<file path="src/rtl/krsc_pkg.sv">
/*
 * package for the backplane sequencer control register: word address, field positions,
 * force codes and reset values.
 * assumes a word-addressed management port whose addresses are the internal offsets.
 */
package krsc_pkg;
	// ==========================================================
	// address map
	localparam logic [10:0] ADDR_CONTROL = 11'h4b0;
	localparam logic [10:0] KR_BLOCK_LO = 11'h4b0;
	localparam logic [10:0] KR_BLOCK_HI = 11'h4ff;
	localparam logic [10:0] QUAD_SHIFT = 11'h400;
	// ==========================================================
	// field positions
	localparam int BIT_RESTART = 0;
	localparam int BIT_AN_TMR_OFF = 1;
	localparam int BIT_LF_TMR_OFF = 2;
	localparam int BIT_ERR_FAIL = 3;
	localparam int FORCE_LSB = 4;
	localparam int FORCE_MSB = 7;
	localparam int BIT_CAL_ON = 8;
	localparam int BIT_FAIL_ACT = 12;
	localparam int BIT_FEC_ON = 16;
	localparam int BIT_FEC_ERR = 17;
	localparam int BIT_FEC_REQ = 18;
	// writable bits; the rest read as zero
	localparam logic [31:0] CTRL_WMASK = 32'h0007_11ff;
	localparam logic [31:0] CTRL_RESET = 32'h0000_0000;
	// ==========================================================
	// protocol force codes
	typedef enum logic [3:0] {
		KRSC_FORCE_NONE = 4'h0,
		KRSC_FORCE_GIGE = 4'h1,
		KRSC_FORCE_XAUI = 4'h2,
		KRSC_FORCE_10GR = 4'h4,
		KRSC_FORCE_10GKR = 4'h5,
		KRSC_FORCE_KRFEC = 4'hc
	} krsc_force_t;
	// ==========================================================
	// sequencer restart one-hot states
	typedef enum logic [1:0] {
		KRSC_IDLE = 2'b01,
		KRSC_PULSE = 2'b10
	} krsc_state_t;
endpackage

</file>
<file path="src/rtl/krsc_control.sv">
/*
 * backplane sequencer control register with its management slave port.
 * assumes word-addressed single-cycle reads and writes, read data one cycle later,
 * and a sequencer, pcs reconfiguration and fec logic that use the control outputs.
 */
// Overview of operation
// - writing restart resets sequencer, starts reconfiguration, maybe restarts negotiation/training
// - restart bit clears itself; software never writes zero
// - negotiation timer bit high stops the negotiation disable timer
// - link fail timer bit high disables the link fail timer
// - error policy bit high makes non-zero training error a failure
// - four-bit force field selects a protocol by fixed codes
// - calibration bit high runs calibration during reconfiguration, else skipped
// - training failure: action bit high enters data mode, else renegotiate/retrain
// - fec enable bit switches fec; resets to build-time capability
// - fec error report bit gates decoding errors to the pcs
// - every register resets to zero unless the field says otherwise
// - four-lane offsets sit a fixed distance above single-lane ones
// - phy registers occupy the internal block, a lower core range
// - all registers reached through one management slave address space
// - training and fec controls apply to lane 0
module krsc_control #(
	parameter bit fec_capable_param = 1'b0 // build-time fec capability
) (
	input wire logic clock, // 20 MHz system clock
	input wire logic rstn, // async reset, active low
	input wire logic [10:0] address, // word address, internal offset
	input wire logic write, // write strobe
	input wire logic read, // read strobe
	input wire logic [31:0] writedata, // write data
	output logic [31:0] readdata, // read data, one cycle after read
	output logic sequencer_restart, // one-cycle restart pulse
	output logic [3:0] protocol_force_select, // force code in effect
	output logic negotiation_timer_off, // stop negotiation disable timer
	output logic link_fail_timer_off, // stop link fail timer
	output logic training_error_is_failure, // error means training failed
	output logic calibration_on, // run calibration on reconfiguration
	output logic training_fail_action, // 1 data mode, 0 renegotiate or retrain
	output logic fec_on, // lane 0 fec enabled
	output logic fec_error_report_on, // lane 0 fec errors to pcs
	output logic fec_request // lane 0 fec requested in negotiation
);
	localparam logic [31:0] CTRL_INIT = krsc_pkg::CTRL_RESET |
		(32'(fec_capable_param) << krsc_pkg::BIT_FEC_ON);

	logic [31:0] ctrl;
	logic [31:0] next_ctrl;
	logic hit_ctrl;
	logic fire;
	logic [3:0] force_live;

	// ==========================================================
	// decode
	function automatic logic is_ctrl(input logic [10:0] a);
		return a == krsc_pkg::ADDR_CONTROL;
	endfunction

	assign hit_ctrl = is_ctrl(address);
	assign fire = write && hit_ctrl && writedata[krsc_pkg::BIT_RESTART];
	// the restart takes the force code of its own write, so one write can set and apply it
	assign next_ctrl = (write && hit_ctrl) ?
		(writedata & krsc_pkg::CTRL_WMASK & ~(32'h1 << krsc_pkg::BIT_RESTART)) : ctrl;

	// ==========================================================
	// register storage; restart bit is never stored so it always reads zero
	always_ff @(posedge clock or negedge rstn) begin
		if (!rstn) begin
			ctrl <= CTRL_INIT;
		end else if (write && hit_ctrl) begin
			// other addresses are ignored: no side effect from stray writes
			ctrl <= next_ctrl;
		end
	end

	always_ff @(posedge clock or negedge rstn) begin
		if (!rstn) begin
			readdata <= 32'h0;
		end else if (read) begin
			readdata <= hit_ctrl ? ctrl : 32'h0;
		end
	end

	krsc_restart u_restart (
		.clock(clock),
		.rstn(rstn),
		.fire(fire),
		.force_reg(next_ctrl[krsc_pkg::FORCE_MSB:krsc_pkg::FORCE_LSB]),
		.pulse(sequencer_restart),
		.force_live(force_live)
	);

	// ==========================================================
	// control outputs, registered
	always_ff @(posedge clock or negedge rstn) begin
		if (!rstn) begin
			protocol_force_select <= krsc_pkg::KRSC_FORCE_NONE;
			negotiation_timer_off <= 1'b0;
			link_fail_timer_off <= 1'b0;
			training_error_is_failure <= 1'b0;
			calibration_on <= 1'b0;
			training_fail_action <= 1'b0;
		end else begin
			protocol_force_select <= force_live;
			negotiation_timer_off <= ctrl[krsc_pkg::BIT_AN_TMR_OFF];
			link_fail_timer_off <= ctrl[krsc_pkg::BIT_LF_TMR_OFF];
			training_error_is_failure <= ctrl[krsc_pkg::BIT_ERR_FAIL];
			calibration_on <= ctrl[krsc_pkg::BIT_CAL_ON];
			training_fail_action <= ctrl[krsc_pkg::BIT_FAIL_ACT];
		end
	end

	// fec controls drive lane 0 only
	always_ff @(posedge clock or negedge rstn) begin
		if (!rstn) begin
			fec_on <= fec_capable_param;
			fec_error_report_on <= 1'b0;
			fec_request <= 1'b0;
		end else begin
			fec_on <= ctrl[krsc_pkg::BIT_FEC_ON];
			fec_error_report_on <= ctrl[krsc_pkg::BIT_FEC_ERR];
			fec_request <= ctrl[krsc_pkg::BIT_FEC_REQ];
		end
	end

	// ==========================================================
	// assertions
	property p_restart_pulse;
		@(posedge clock) disable iff (!rstn)
		fire |=> sequencer_restart;
	endproperty
	a_restart_pulse: assert property (p_restart_pulse) else $error("restart missing");

	property p_restart_single;
		@(posedge clock) disable iff (!rstn)
		sequencer_restart |-> $past(fire);
	endproperty
	a_restart_single: assert property (p_restart_single) else $error("restart too long");

	property p_restart_reads_zero;
		@(posedge clock) disable iff (!rstn)
		read |=> !readdata[krsc_pkg::BIT_RESTART];
	endproperty
	a_restart_reads_zero: assert property (p_restart_reads_zero) else $error("restart read 1");

	property p_an_timer;
		@(posedge clock) disable iff (!rstn)
		write && hit_ctrl ##1 !(write && hit_ctrl) |=>
			negotiation_timer_off == $past(writedata[krsc_pkg::BIT_AN_TMR_OFF], 2);
	endproperty
	a_an_timer: assert property (p_an_timer) else $error("an timer bit wrong");

	property p_lf_timer;
		@(posedge clock) disable iff (!rstn)
		write && hit_ctrl ##1 !(write && hit_ctrl) |=>
			link_fail_timer_off == $past(writedata[krsc_pkg::BIT_LF_TMR_OFF], 2);
	endproperty
	a_lf_timer: assert property (p_lf_timer) else $error("lf timer bit wrong");

	property p_force_hold;
		@(posedge clock) disable iff (!rstn)
		!fire ##1 !fire |=> $stable(protocol_force_select);
	endproperty
	a_force_hold: assert property (p_force_hold) else $error("force moved without restart");

	property p_force_take;
		@(posedge clock) disable iff (!rstn)
		fire |=> ##1 protocol_force_select ==
			$past(writedata[krsc_pkg::FORCE_MSB:krsc_pkg::FORCE_LSB], 2);
	endproperty
	a_force_take: assert property (p_force_take) else $error("force not taken");

	property p_fec_read;
		@(posedge clock) disable iff (!rstn)
		read && hit_ctrl |=> readdata[krsc_pkg::BIT_FEC_ON] == fec_on;
	endproperty
	a_fec_read: assert property (p_fec_read) else $error("fec readback mismatch");

	property p_unmapped;
		@(posedge clock) disable iff (!rstn)
		read && !hit_ctrl |=> readdata == 32'h0;
	endproperty
	a_unmapped: assert property (p_unmapped) else $error("unmapped read not zero");

	property p_err_fail;
		@(posedge clock) disable iff (!rstn)
		write && hit_ctrl ##1 !(write && hit_ctrl) |=>
			training_error_is_failure == $past(writedata[krsc_pkg::BIT_ERR_FAIL], 2);
	endproperty
	a_err_fail: assert property (p_err_fail) else $error("error policy bit wrong");

	property p_cal_on;
		@(posedge clock) disable iff (!rstn)
		write && hit_ctrl ##1 !(write && hit_ctrl) |=>
			calibration_on == $past(writedata[krsc_pkg::BIT_CAL_ON], 2);
	endproperty
	a_cal_on: assert property (p_cal_on) else $error("calibration bit wrong");

	property p_fail_act;
		@(posedge clock) disable iff (!rstn)
		write && hit_ctrl ##1 !(write && hit_ctrl) |=>
			training_fail_action == $past(writedata[krsc_pkg::BIT_FAIL_ACT], 2);
	endproperty
	a_fail_act: assert property (p_fail_act) else $error("fail action bit wrong");

	property p_fec_on;
		@(posedge clock) disable iff (!rstn)
		write && hit_ctrl ##1 !(write && hit_ctrl) |=>
			fec_on == $past(writedata[krsc_pkg::BIT_FEC_ON], 2);
	endproperty
	a_fec_on: assert property (p_fec_on) else $error("fec enable bit wrong");

	property p_fec_err;
		@(posedge clock) disable iff (!rstn)
		write && hit_ctrl ##1 !(write && hit_ctrl) |=>
			fec_error_report_on == $past(writedata[krsc_pkg::BIT_FEC_ERR], 2);
	endproperty
	a_fec_err: assert property (p_fec_err) else $error("fec error report bit wrong");

	property p_fec_req;
		@(posedge clock) disable iff (!rstn)
		write && hit_ctrl ##1 !(write && hit_ctrl) |=>
			fec_request == $past(writedata[krsc_pkg::BIT_FEC_REQ], 2);
	endproperty
	a_fec_req: assert property (p_fec_req) else $error("fec request bit wrong");

	c_restart: cover property (@(posedge clock) disable iff (!rstn) sequencer_restart);
	c_fec_req: cover property (@(posedge clock) disable iff (!rstn) fec_request);
	c_force_kr: cover property (@(posedge clock) disable iff (!rstn)
		protocol_force_select == krsc_pkg::KRSC_FORCE_KRFEC);
	c_fail_act: cover property (@(posedge clock) disable iff (!rstn) training_fail_action);
endmodule

</file>
<file path="src/rtl/krsc_restart.sv">
/*
 * restart pulse generator: turns a write of the restart bit into one cycle of restart,
 * capturing the force code that applies from that restart onward.
 * assumes the write strobe is synchronous to clock.
 */
module krsc_restart (
	input wire logic clock, // system clock
	input wire logic rstn, // async reset, active low
	input wire logic fire, // restart bit written as 1
	input wire logic [3:0] force_reg, // force field as it is being stored
	output logic pulse, // one-cycle restart
	output logic [3:0] force_live // force code in effect
);
	krsc_pkg::krsc_state_t state;

	// ==========================================================
	// state machine
	always_ff @(posedge clock or negedge rstn) begin
		if (!rstn) begin
			state <= krsc_pkg::KRSC_IDLE;
		end else begin
			case (state)
				krsc_pkg::KRSC_IDLE: begin
					if (fire) begin
						state <= krsc_pkg::KRSC_PULSE;
					end
				end
				krsc_pkg::KRSC_PULSE: begin
					state <= fire ? krsc_pkg::KRSC_PULSE : krsc_pkg::KRSC_IDLE;
				end
				default: begin
					state <= krsc_pkg::KRSC_IDLE;
				end
			endcase
		end
	end

	// the pulse is a decode of the state register, so the two cannot drift apart
	assign pulse = (state == krsc_pkg::KRSC_PULSE);

	// a changed force code is held back until the restart, as the sequencer expects
	always_ff @(posedge clock or negedge rstn) begin
		if (!rstn) begin
			force_live <= krsc_pkg::KRSC_FORCE_NONE;
		end else if (fire) begin
			force_live <= force_reg;
		end
	end
endmodule

</file>
<file path="config.mk">
export PLATFORM = sky130hd
export DESIGN_NAME = krsc_control
export DESIGN_NICKNAME = d
export VERILOG_FILES = /design/src/rtl/krsc_pkg.sv /design/src/rtl/krsc_control.sv /design/src/rtl/krsc_restart.sv
export SDC_FILE = /design/constraint.sdc
export NUM_CORES = 1
export LEC_CHECK = 0
export ABC_AREA = 1
export BUFFER_PORTS_ARGS = -buffer_cell sky130_fd_sc_hd__buf_2
export CORE_AREA = 2 2 65 73
export DETAILED_ROUTE_END_ITERATION = 10
export DIE_AREA = 0 0 67 75
export PLACE_DENSITY = 0.73
export SETUP_SLACK_MARGIN = 0.02
export SYNTH_ARGS = -nofsm -noshare
export SYNTH_HDL_FRONTEND = slang
export SYNTH_SLANG_ARGS = --single-unit
</file>
<file path="constraint.sdc">
create_clock -name clock -period 1.8 [get_ports clock]
set_clock_uncertainty 0.2 [all_clocks]
set_input_delay 0.09 -clock clock [delete_from_list [all_inputs] [get_ports clock]]
set_output_delay 0.09 -clock clock [all_outputs]
set_load 0.01 [all_outputs]
</file>
* Word-level counts from Yosys, hierarchy flattened *
Index checks and enable logic that the tools add are counted.

operators by class
  multiplexer cells = 5
  reduce and logical (&&, ||, !) cells = 2
  equal/unequal tests = 4

operators with widths
  cell                                                              count
  19-bit two-way mux                                                1
  11-bit == test (second input constant)                            1
  8-bit two-way mux                                                 1
  2-bit two-way mux                                                 2
  2-bit one-hot mux with 2 select lines                             1
  2-bit by 1-bit == test with 1-bit output (second input constant)  1
  2-bit == test (second input constant)                             1
  1-bit logical AND                                                 2
  2-bit by 1-bit != test with 1-bit output (second input constant)  1

word-level totals
  bits of input ports = 47
  register bits = 62

* Longest topological paths before layout *
Gate-level depths: netlist (run 1).

  word-level depth = 5
  mapped depth = 9
  depth with buffers taken out = 8

* Modules after synthesis *
Synthesis (run 1) repeated with hierarchy kept, for this count alone.

second synthesis, totals
  cell total of the unflattened synthesis = 194
  area, all modules = 1869.3 µm²

modules (own cells, without submodules)
  module        instances  area each (µm²)  cells each
  krsc_control  1          1594.0           162
  krsc_restart  1          275.3            32

* Least setup slack after synthesis (run 1) *
OpenSTA, ideal clock, no wires.

  kind = flip-flop to flip-flop
  from = reg u_restart.state[0]
  to = reg u_restart.state[1]
  required time = 1475 ps
  cell stages (with the launch flop) = 5
  arrival time = 1029 ps
  path buffers = 0
  setup slack = 446 ps
  path through = dfstp_2 inv_1 ha_1 o2111ai_1 nand2_1

on the way
  word-level cells in the longest chain between the ends = 2

RTL lines
  element                                line                RTL
  start: declaration                     krsc_restart.sv:14  krsc_pkg::krsc_state_t state;
  start signal: assignment               krsc_restart.sv:20  state <= krsc_pkg::KRSC_IDLE;
  start signal: assignment               krsc_restart.sv:25  state <= krsc_pkg::KRSC_PULSE;
  start signal: assignment               krsc_restart.sv:29  state <= fire ? krsc_pkg::KRSC_PULSE : krsc_pkg::KRSC_IDLE;
  2-bit == test                          --
  net sequencer_restart                  krsc_control.sv:32  output logic sequencer_restart,
  2-bit one-hot mux with 2 select lines  krsc_restart.sv:22  case (state)

The timed path passes the listed nets, and every way through them passes these cells.
A chain may end at the register's enable or synchronous reset.

* Worst setup path in the final report (run 1) *
  from = in address[9]
  to = reg u_restart.force_live[0]

on the way
  word-level cells in the longest chain between the ends = 3

RTL lines
  element                                                        line                                    RTL
  start: declaration                                             krsc_control.sv:27                      input wire logic [10:0] address,
  11-bit == test *                                               krsc_control.sv:55                      return a == krsc_pkg::ADDR_CONTROL;
  1-bit logical AND *                                            krsc_control.sv:59, krsc_control.sv:61
  8-bit two-way mux / 1-bit logical AND (equally long branches)  krsc_control.sv:61, krsc_control.sv:59
  end signal: assignment                                         krsc_restart.sv:44                      force_live <= krsc_pkg::KRSC_FORCE_NONE;
  end signal: assignment                                         krsc_restart.sv:46                      force_live <= force_reg;
  end: declaration                                               krsc_restart.sv:12                      output logic [3:0] force_live

Mark *: on every way between the ends. The rest lies on a longest branch, timed or not.

==> results of run 1 <==
==> power breakdown <==
part           switching, mW  total (mW)  internal (mW)  leakage [nW]
clock                  0.290       0.705          0.415        0.0524
sequential           0.00243       0.950          0.948         0.583
combinational         0.0774       0.129         0.0520         0.669
==> routing by layer <==
metal / vias up / part of all wire [%] / track usage (%)
met5: - / 0 / 0
met4: 0 / 2.0 / 6.80
met3: 5 / 6.7 / 3.59
met2: 52 / 50 / 25.4
met1: 579 / 42 / 15.3
li1: 671 / - / -
==> area by class of cell <==
class	count	area share, %
clock inverters	1	1.27
well taps	54	2.86
flip-flops and latches	42	44.5
clock buffers	7	3.23
multi-input cells	108	24.5
inverters	28	4.44
repair buffers	72	19.2
==> cell usage after synthesis <==
master      n
nand2_1    45
dfrtp_1    41
inv_1      25
buf_4      20
o22ai_1    12
nand2_2     7
o21ai_1     4
o21ai_2     4
buf_2       2
clkbuf_1    2
ha_1        2
inv_2       2
nand3_2     2
nor2_1      2
nor2_4      2
buf_6       1
clkinv_1    1
conb_1      1
dfstp_2     1
nand2_4     1
nand3_1     1
nand3_4     1
nor2_2      1
nor2_8      1
nor3_2      1
o2111ai_1   1
o21bai_1    1
==> cell families (layout without fill, tap and decap cells) <==
logic type                 count (synthesis)  count (layout)  synth area share (%)
AOI/OAI and AO/OA                         22              22                  7.94
other                                      1              20                 0.203
buffers and inverters                     53             108                  15.4
and+or+nand+nor                           64              64                  18.0
DFF                                       42              42                  57.1
adders and majority gates                  2               2                  1.36
==> metrics by stage <==
step	total power, mW	utilization (%)	worst slack, ns
after floorplan	1.05	-	0.446
after global placement	1.07	48.9	0.411
after detailed placement	1.08	48.9	0.382
after CTS	1.81	55.6	0.169
after global routing	1.86	55.6	0.0710
final	1.78	55.6	0.183
==> critical path, stage by stage <==
cell and delay [ns]:
buf_2 0.10, inv_1 0.05, nand2_1 0.09, nor2_4 0.11
nand3_4 0.10, nor2_8 0.18, nand2_4 0.15, nand2_2 0.09
o21ai_2 0.05, dlygate4sd3_1 0.56
==> what timing repair did <==
| action | 4_1_cts | 5_1_grt |
|---|---|---|
| endpoints found under the hold margin | 59 | 0 |
| buffers inserted | 0 | 0 |
| gates resized for setup | 0 | 0 |
| hold buffers | 18 | 0 |
==> final timing paths <==
kind | start | end | slack [ns] | cells past startpoint
worst max-delay path | address[9] | u_restart.force_live[0]$_DFFE_PN0N_ | 0.18 | 10
worst max register to register | u_restart.force_live[0]$_DFFE_PN0N_ | u_restart.force_live[0]$_DFFE_PN0N_ | 0.41 | 3
worst min-delay path | write | ctrl[17]$_DFFE_PN0P_ | 0.02 | 5
min in group asynchronous | rstn | readdata[8]$_DFFE_PN0P_ | 0.20 | 3
worst min register to register | u_restart.force_live[0]$_DFFE_PN0N_ | protocol_force_select[0]$_DFF_PN0_ | 0.20 | 0
max in group asynchronous | rstn | u_restart.state[0]$_DFFE_PN1P_ | 0.84 | 3
==> flip-flops by register name (all words and copies together) (netlist names) <==
signal                     flops
ctrl                          12
readdata                      12
protocol_force_select          4
u_restart.force_live           4
u_restart.state                2
calibration_on                 1
fec_error_report_on            1
fec_on                         1
fec_request                    1
link_fail_timer_off            1
negotiation_timer_off          1
training_error_is_failure      1
training_fail_action           1
==> cell usage in the layout, fill, tap and decap left out, types with 2 or more instances in the layout <==
master	Yosys	final
buf_2	2	52
nand2_1	45	45
dfrtp_1	41	41
inv_1	25	25
conb_1	1	20
dlygate4sd3_1	0	18
o22ai_1	12	12
nand2_2	7	7
clkbuf_8	0	5
o21ai_1	4	4
o21ai_2	4	4
nor2_1	2	2
inv_2	2	2
nand3_2	2	2
nor2_4	2	2
ha_1	2	2
clkbuf_1	2	2
buf_4	20	2
==> impl_metrics.json, run 1 <==
{
  "gp_congestion": 0.663,
  "port_buffers": 52,
  "num_vias": 1307,
  "cts_max_level": 2,
  "leakagePower_nw": 1.30,
  "layout_min_cycle_time_ns": 1.62,
  "slew_headroom_pct": 66.3,
  "ant_nets": 0,
  "ir_drop_v": 0.000469,
  "outcome": "finished, final reports clean",
  "wirelength_um": 3200,
  "grt_max_degree": 43,
  "cts_root_buf": "clkbuf_8",
  "dpl.hpwl_um": 2140,
  "cp_max_fo": 11,
  "vias_per_cell": 4.19,
  "first_pass_iters": 2,
  "dieHeight_um": 75,
  "grt_antenna_before_repair": 0,
  "synth_seq_cells": 42,
  "synth.distinct_cells": 27,
  "hold_viol": 0,
  "wire_per_inst_um": 10.2,
  "place_inst": 286,
  "diodes": 0,
  "synth_seq_area_share_pct": 57.1,
  "track_usage_pct": 14.1,
  "synth_warnings": 0,
  "worstSkewPairLatency_ns": 0.28,
  "fin_crit_sh_pct": 89.8,
  "powerDensity_nw_per_um2": 754,
  "grt_pass1_vias": 1188,
  "coreArea_sq_um": 4250,
  "setup_viol": 0,
  "die_area_sq_um": 5030,
  "finalSetupTns_ns": 0,
  "die_w_um": 67,
  "crit_arrival_ns": 1.58,
  "fin_area_sq_um": 2370,
  "placementRows": 25,
  "drv_slew": 0,
  "worstPathRequired_ns": 1.76,
  "multi_input_area_sq_um": 579,
  "regArea_sq_um": 1050,
  "crit_type": "primary input to flip-flop",
  "clockBufferDepth": 2,
  "cts_buffers": 5,
  "start_util_pct": 43.4,
  "hold_ws_ns": 0.0172,
  "drc": 0,
  "fmaxAchievable_mhz": 618,
  "synth_top_cell_area_share_pct": 55.6,
  "clk_pin_slew_ns": 0.08,
  "end_kind": "flip-flop",
  "tightest_slew_ns": 0.506,
  "grt_pass1_wl_um": 5130,
  "cts_sinks": 42,
  "synth_area_sq_um": 1840,
  "post_synth.cell_area_avg_sq_um": 10.0,
  "nets": 306,
  "start_kind": "primary input",
  "cts_tree": "done",
  "grt_overflow_total": 0,
  "synth.largest_area_cell": "dfrtp_1",
  "final_cells": 312,
  "drv_cap": 0,
  "area_growth_pct": 28.3,
  "hold_path_class": "primary input to flip-flop",
  "rsz0062_at_grt": "no",
  "fillers": 416,
  "yosys-top-cells-area": "dfrtp_1 56%, nand2_1 9.2%, buf_4 8.1%, inv_1 5.1%, o22ai_1 4.1%",
  "synthCells": 184,
  "drt_iter0_markers": 99,
  "io_pins": 92,
  "drive_above_1_share_pct": 32.2,
  "placed_area_sq_um": 2080
}
No activity file was read; power rests on OpenSTA's default activity.
==> run 2, diff against run 1 <==
--- a/config.mk
+++ b/config.mk
@@ -6,11 +6,11 @@
 export NUM_CORES = 1
 export LEC_CHECK = 0
 export ABC_AREA = 1
-export BUFFER_PORTS_ARGS = -buffer_cell sky130_fd_sc_hd__buf_2
-export CORE_AREA = 2 2 65 73
+export CORE_AREA = 2 2 61 69
 export DETAILED_ROUTE_END_ITERATION = 10
-export DIE_AREA = 0 0 67 75
-export PLACE_DENSITY = 0.73
+export DIE_AREA = 0 0 63 71
+export DONT_BUFFER_PORTS = 1
+export PLACE_DENSITY = 0.61
 export SETUP_SLACK_MARGIN = 0.02
 export SYNTH_ARGS = -nofsm -noshare
 export SYNTH_HDL_FRONTEND = slang
==> constraint.sdc (replaced) <==
create_clock -name clock -period 1.8 [get_ports clock]
set_clock_uncertainty 0.2 [all_clocks]
set_input_delay 0 -clock clock [delete_from_list [all_inputs] [get_ports clock]]
set_output_delay 0 -clock clock [all_outputs]
set_load 0.01 [all_outputs]
==> run 2 against run 1 <==
Hold slack lost 0.020 ns. Clock-buffer cell count increased by 1. The run now ends with hold timing left. Critical endpoint is now u_restart.state[1]$_DFFE_PN0P_. Utilization is 3.0 points higher. Combinational power shrank 15%. Register-to-register slack lost 0.04 ns. Largest power group unchanged. Non-clock buffer count fell by 41. Global-route usage increased by 2.5 points.
==> impl_metrics.json, run 2 (same netlist as run 1, synthesis figures left out) <==
{
  "power_frac_comb_pct": 6.3,
  "die_area_sq_um": 4470,
  "rsz0062_at_grt": "yes",
  "coreArea_sq_um": 3810,
  "r2r_cells": 4,
  "cts_sinks": 42,
  "cts_max_level": 2,
  "hold_viol": 2,
  "placementRows": 24,
  "fin_crit_sh_pct": 95.4,
  "first_pass_iters": 4,
  "area_growth_pct": 21.2,
  "r2r-start": "u_restart.state[0]$_DFFE_PN1P_",
  "cts_buffers": 5,
  "cp_common_cell": "dlygate4sd3_1",
  "ant_nets": 0,
  "grt_pass1_wl_um": 5580,
  "layout_commonest_cell": "nand2_1",
  "layout_min_cycle_time_ns": 1.72,
  "finalSetupTns_ns": 0,
  "crit_chain": "dlygate4sd3_1 -> nor2_2 -> nand3_4 -> nor2_8 -> dlygate4sd3_1 -> o2111ai_1 -> nand2_1",
  "drt_iter0_markers": 170,
  "grt_overflow_total": 0,
  "switching_power_mw": 0.369,
  "hold_ws_ns": -0.00314,
  "cts_tree": "done",
  "critPathLaunch": "address[2]",
  "end_kind": "flip-flop",
  "slew_headroom_pct": 44.4,
  "wirelength_um": 3370,
  "leakagePower_nw": 1.08,
  "r2r-end": "u_restart.state[1]$_DFFE_PN0P_",
  "worstHoldPathCells": 6,
  "hold_path_class": "primary input to flip-flop",
  "dpl.hpwl_um": 2210,
  "rrSetupSlack_ns": 0.37,
  "gp_congestion": 0.687,
  "die_w_um": 63,
  "dieHeight_um": 71,
  "fmaxAchievable_mhz": 582,
  "crit_type": "primary input to flip-flop",
  "p_int_mw": 1.37,
  "cp_max_fo": 10,
  "critical_path.top_delay_family": "buffers and inverters",
  "outcome": "finished, violations left",
  "drv_cap": 0,
  "drc": 0,
  "grt_pass1_vias": 1236,
  "drv_slew": 0,
  "clock_power_share_pct": 39.1,
  "worstSkewPairLatency_ns": 0.29,
  "clockBufferDepth": 2,
  "drive_above_1_share_pct": 14.7,
  "tightest_slew_ns": 0.831,
  "final_cells": 269,
  "cts_root_buf": "clkbuf_8",
  "violations": "hold timing",
  "place_inst": 230,
  "track_usage_pct": 16.6,
  "critical_path_buf_inv_count": 2,
  "diodes": 0,
  "grt_max_degree": 43,
  "cp.depth": 7,
  "powerDensity_nw_per_um2": 780,
  "start_kind": "primary input",
  "final_cell_mix": "45 x nand2_1, 41 x dfrtp_1, 29 x dlygate4sd3_1",
  "crit_end": "u_restart.state[1]$_DFFE_PN0P_",
  "ir_drop_v": 0.000264,
  "num_vias": 1238,
  "io_pins": 92,
  "clk_pin_slew_ns": 0.08,
  "wire_per_inst_um": 12.5,
  "p_seq_share_pct": 54.6,
  "crit_arrival_ns": 1.75,
  "vias_per_cell": 4.60,
  "grt_antenna_before_repair": 0,
  "port_buffers": 0,
  "worstPathRequired_ns": 1.83,
  "cp_slowest_cell": "dlygate4sd3_1",
  "largestRegisters": "ctrl (12), readdata (12)",
  "start_util_pct": 48.4,
  "sw_frac_of_total_pct": 21.2,
  "fillers": 348,
  "cts_setup_buffers": 0,
  "slowest_delay_ns": 0.59,
  "nets": 265,
  "setup_viol": 0
}
run 2: cell types whose count changed in the layout (fill, tap and decap cells not counted), sizes merged:
cell,change
bufinv,-1
dlymetal6s4s,+1
buf,-53
clkbuf,+1
dlygate4sd3,+11
run 2: routing by layer:
metal / vias up / GRT usage, % / part of all wire (%)
li1: 590 / - / -
met4: 0 / 9.63 / 2.3
met2: 64 / 29.2 / 51
met3: 4 / 4.93 / 7.0
met1: 580 / 17.6 / 40
met5: - / 0 / 0
run 2: worst min-delay path by stage:
| stage | start | endpoint |
|---|---|---|
| 2_1_floorplan | rstn | calibration_on$_DFF_PN0_ |
| 3_3_place_gp | rstn | protocol_force_select[3]$_DFF_PN0_ |
| 3_5_place_dp | rstn | u_restart.force_live[3]$_DFFE_PN0N_ |
| 4_1_cts | address[10] | u_restart.force_live[3]$_DFFE_PN0N_ |
| 5_1_grt | address[10] | u_restart.force_live[1]$_DFFE_PN0N_ |
| 6_report | address[10] | u_restart.force_live[2]$_DFFE_PN0N_ |
run 2: repair_timing:
item / in CTS / in global routing
hold endpoints to repair: 72 / 0
gates resized for setup: 0 / 1
endpoints found under the setup margin: 0 / 13
hold buffers: 31 / 0
run 2: final cells by class:
type                       instances  area [sq um]  area share (%)
sequential                        42          1050            47.1
clock buffer                       8           110            4.93
timing repair buffer              31           323            14.4
tap                               52          65.1            2.91
inverter                          28           105            4.70
multi-input combinational        108           579            25.9
run 2: worst register-to-register path, stage by stage, from the launching register on:
cell and delay, ns:
dfstp_2 0.55, inv_1 0.05, ha_1 0.26, o2111ai_1 0.19, nand2_1 0.07
run 2: power by group through the flow:
stage	Clock (mW)	Sequential [mW]	Combinational, mW
floorplan	0	0.970	0.0804
detailed placement	0	0.970	0.0463
global placement	0	0.970	0.0449
finish	0.682	0.952	0.110
CTS	0.699	0.952	0.111
global route	0.739	0.952	0.123
run 2: stage by stage:
step / setup slack, ns / utilization (%) / instance area [sq um] / total power, mW / hold slack [ns]
2_1_floorplan: 0.446 / - / 1920 / 1.05 / -0.496
3_3_place_gp: 0.419 / 47.2 / 1800 / 1.01 / -0.495
3_5_place_dp: 0.366 / 47.2 / 1800 / 1.02 / -0.495
4_1_cts: 0.0424 / 58.5 / 2230 / 1.76 / 0.00291
5_1_grt: 0.00847 / 58.6 / 2230 / 1.81 / 0.0297
6_report: 0.0832 / 58.6 / 2230 / 1.74 / -0.00314
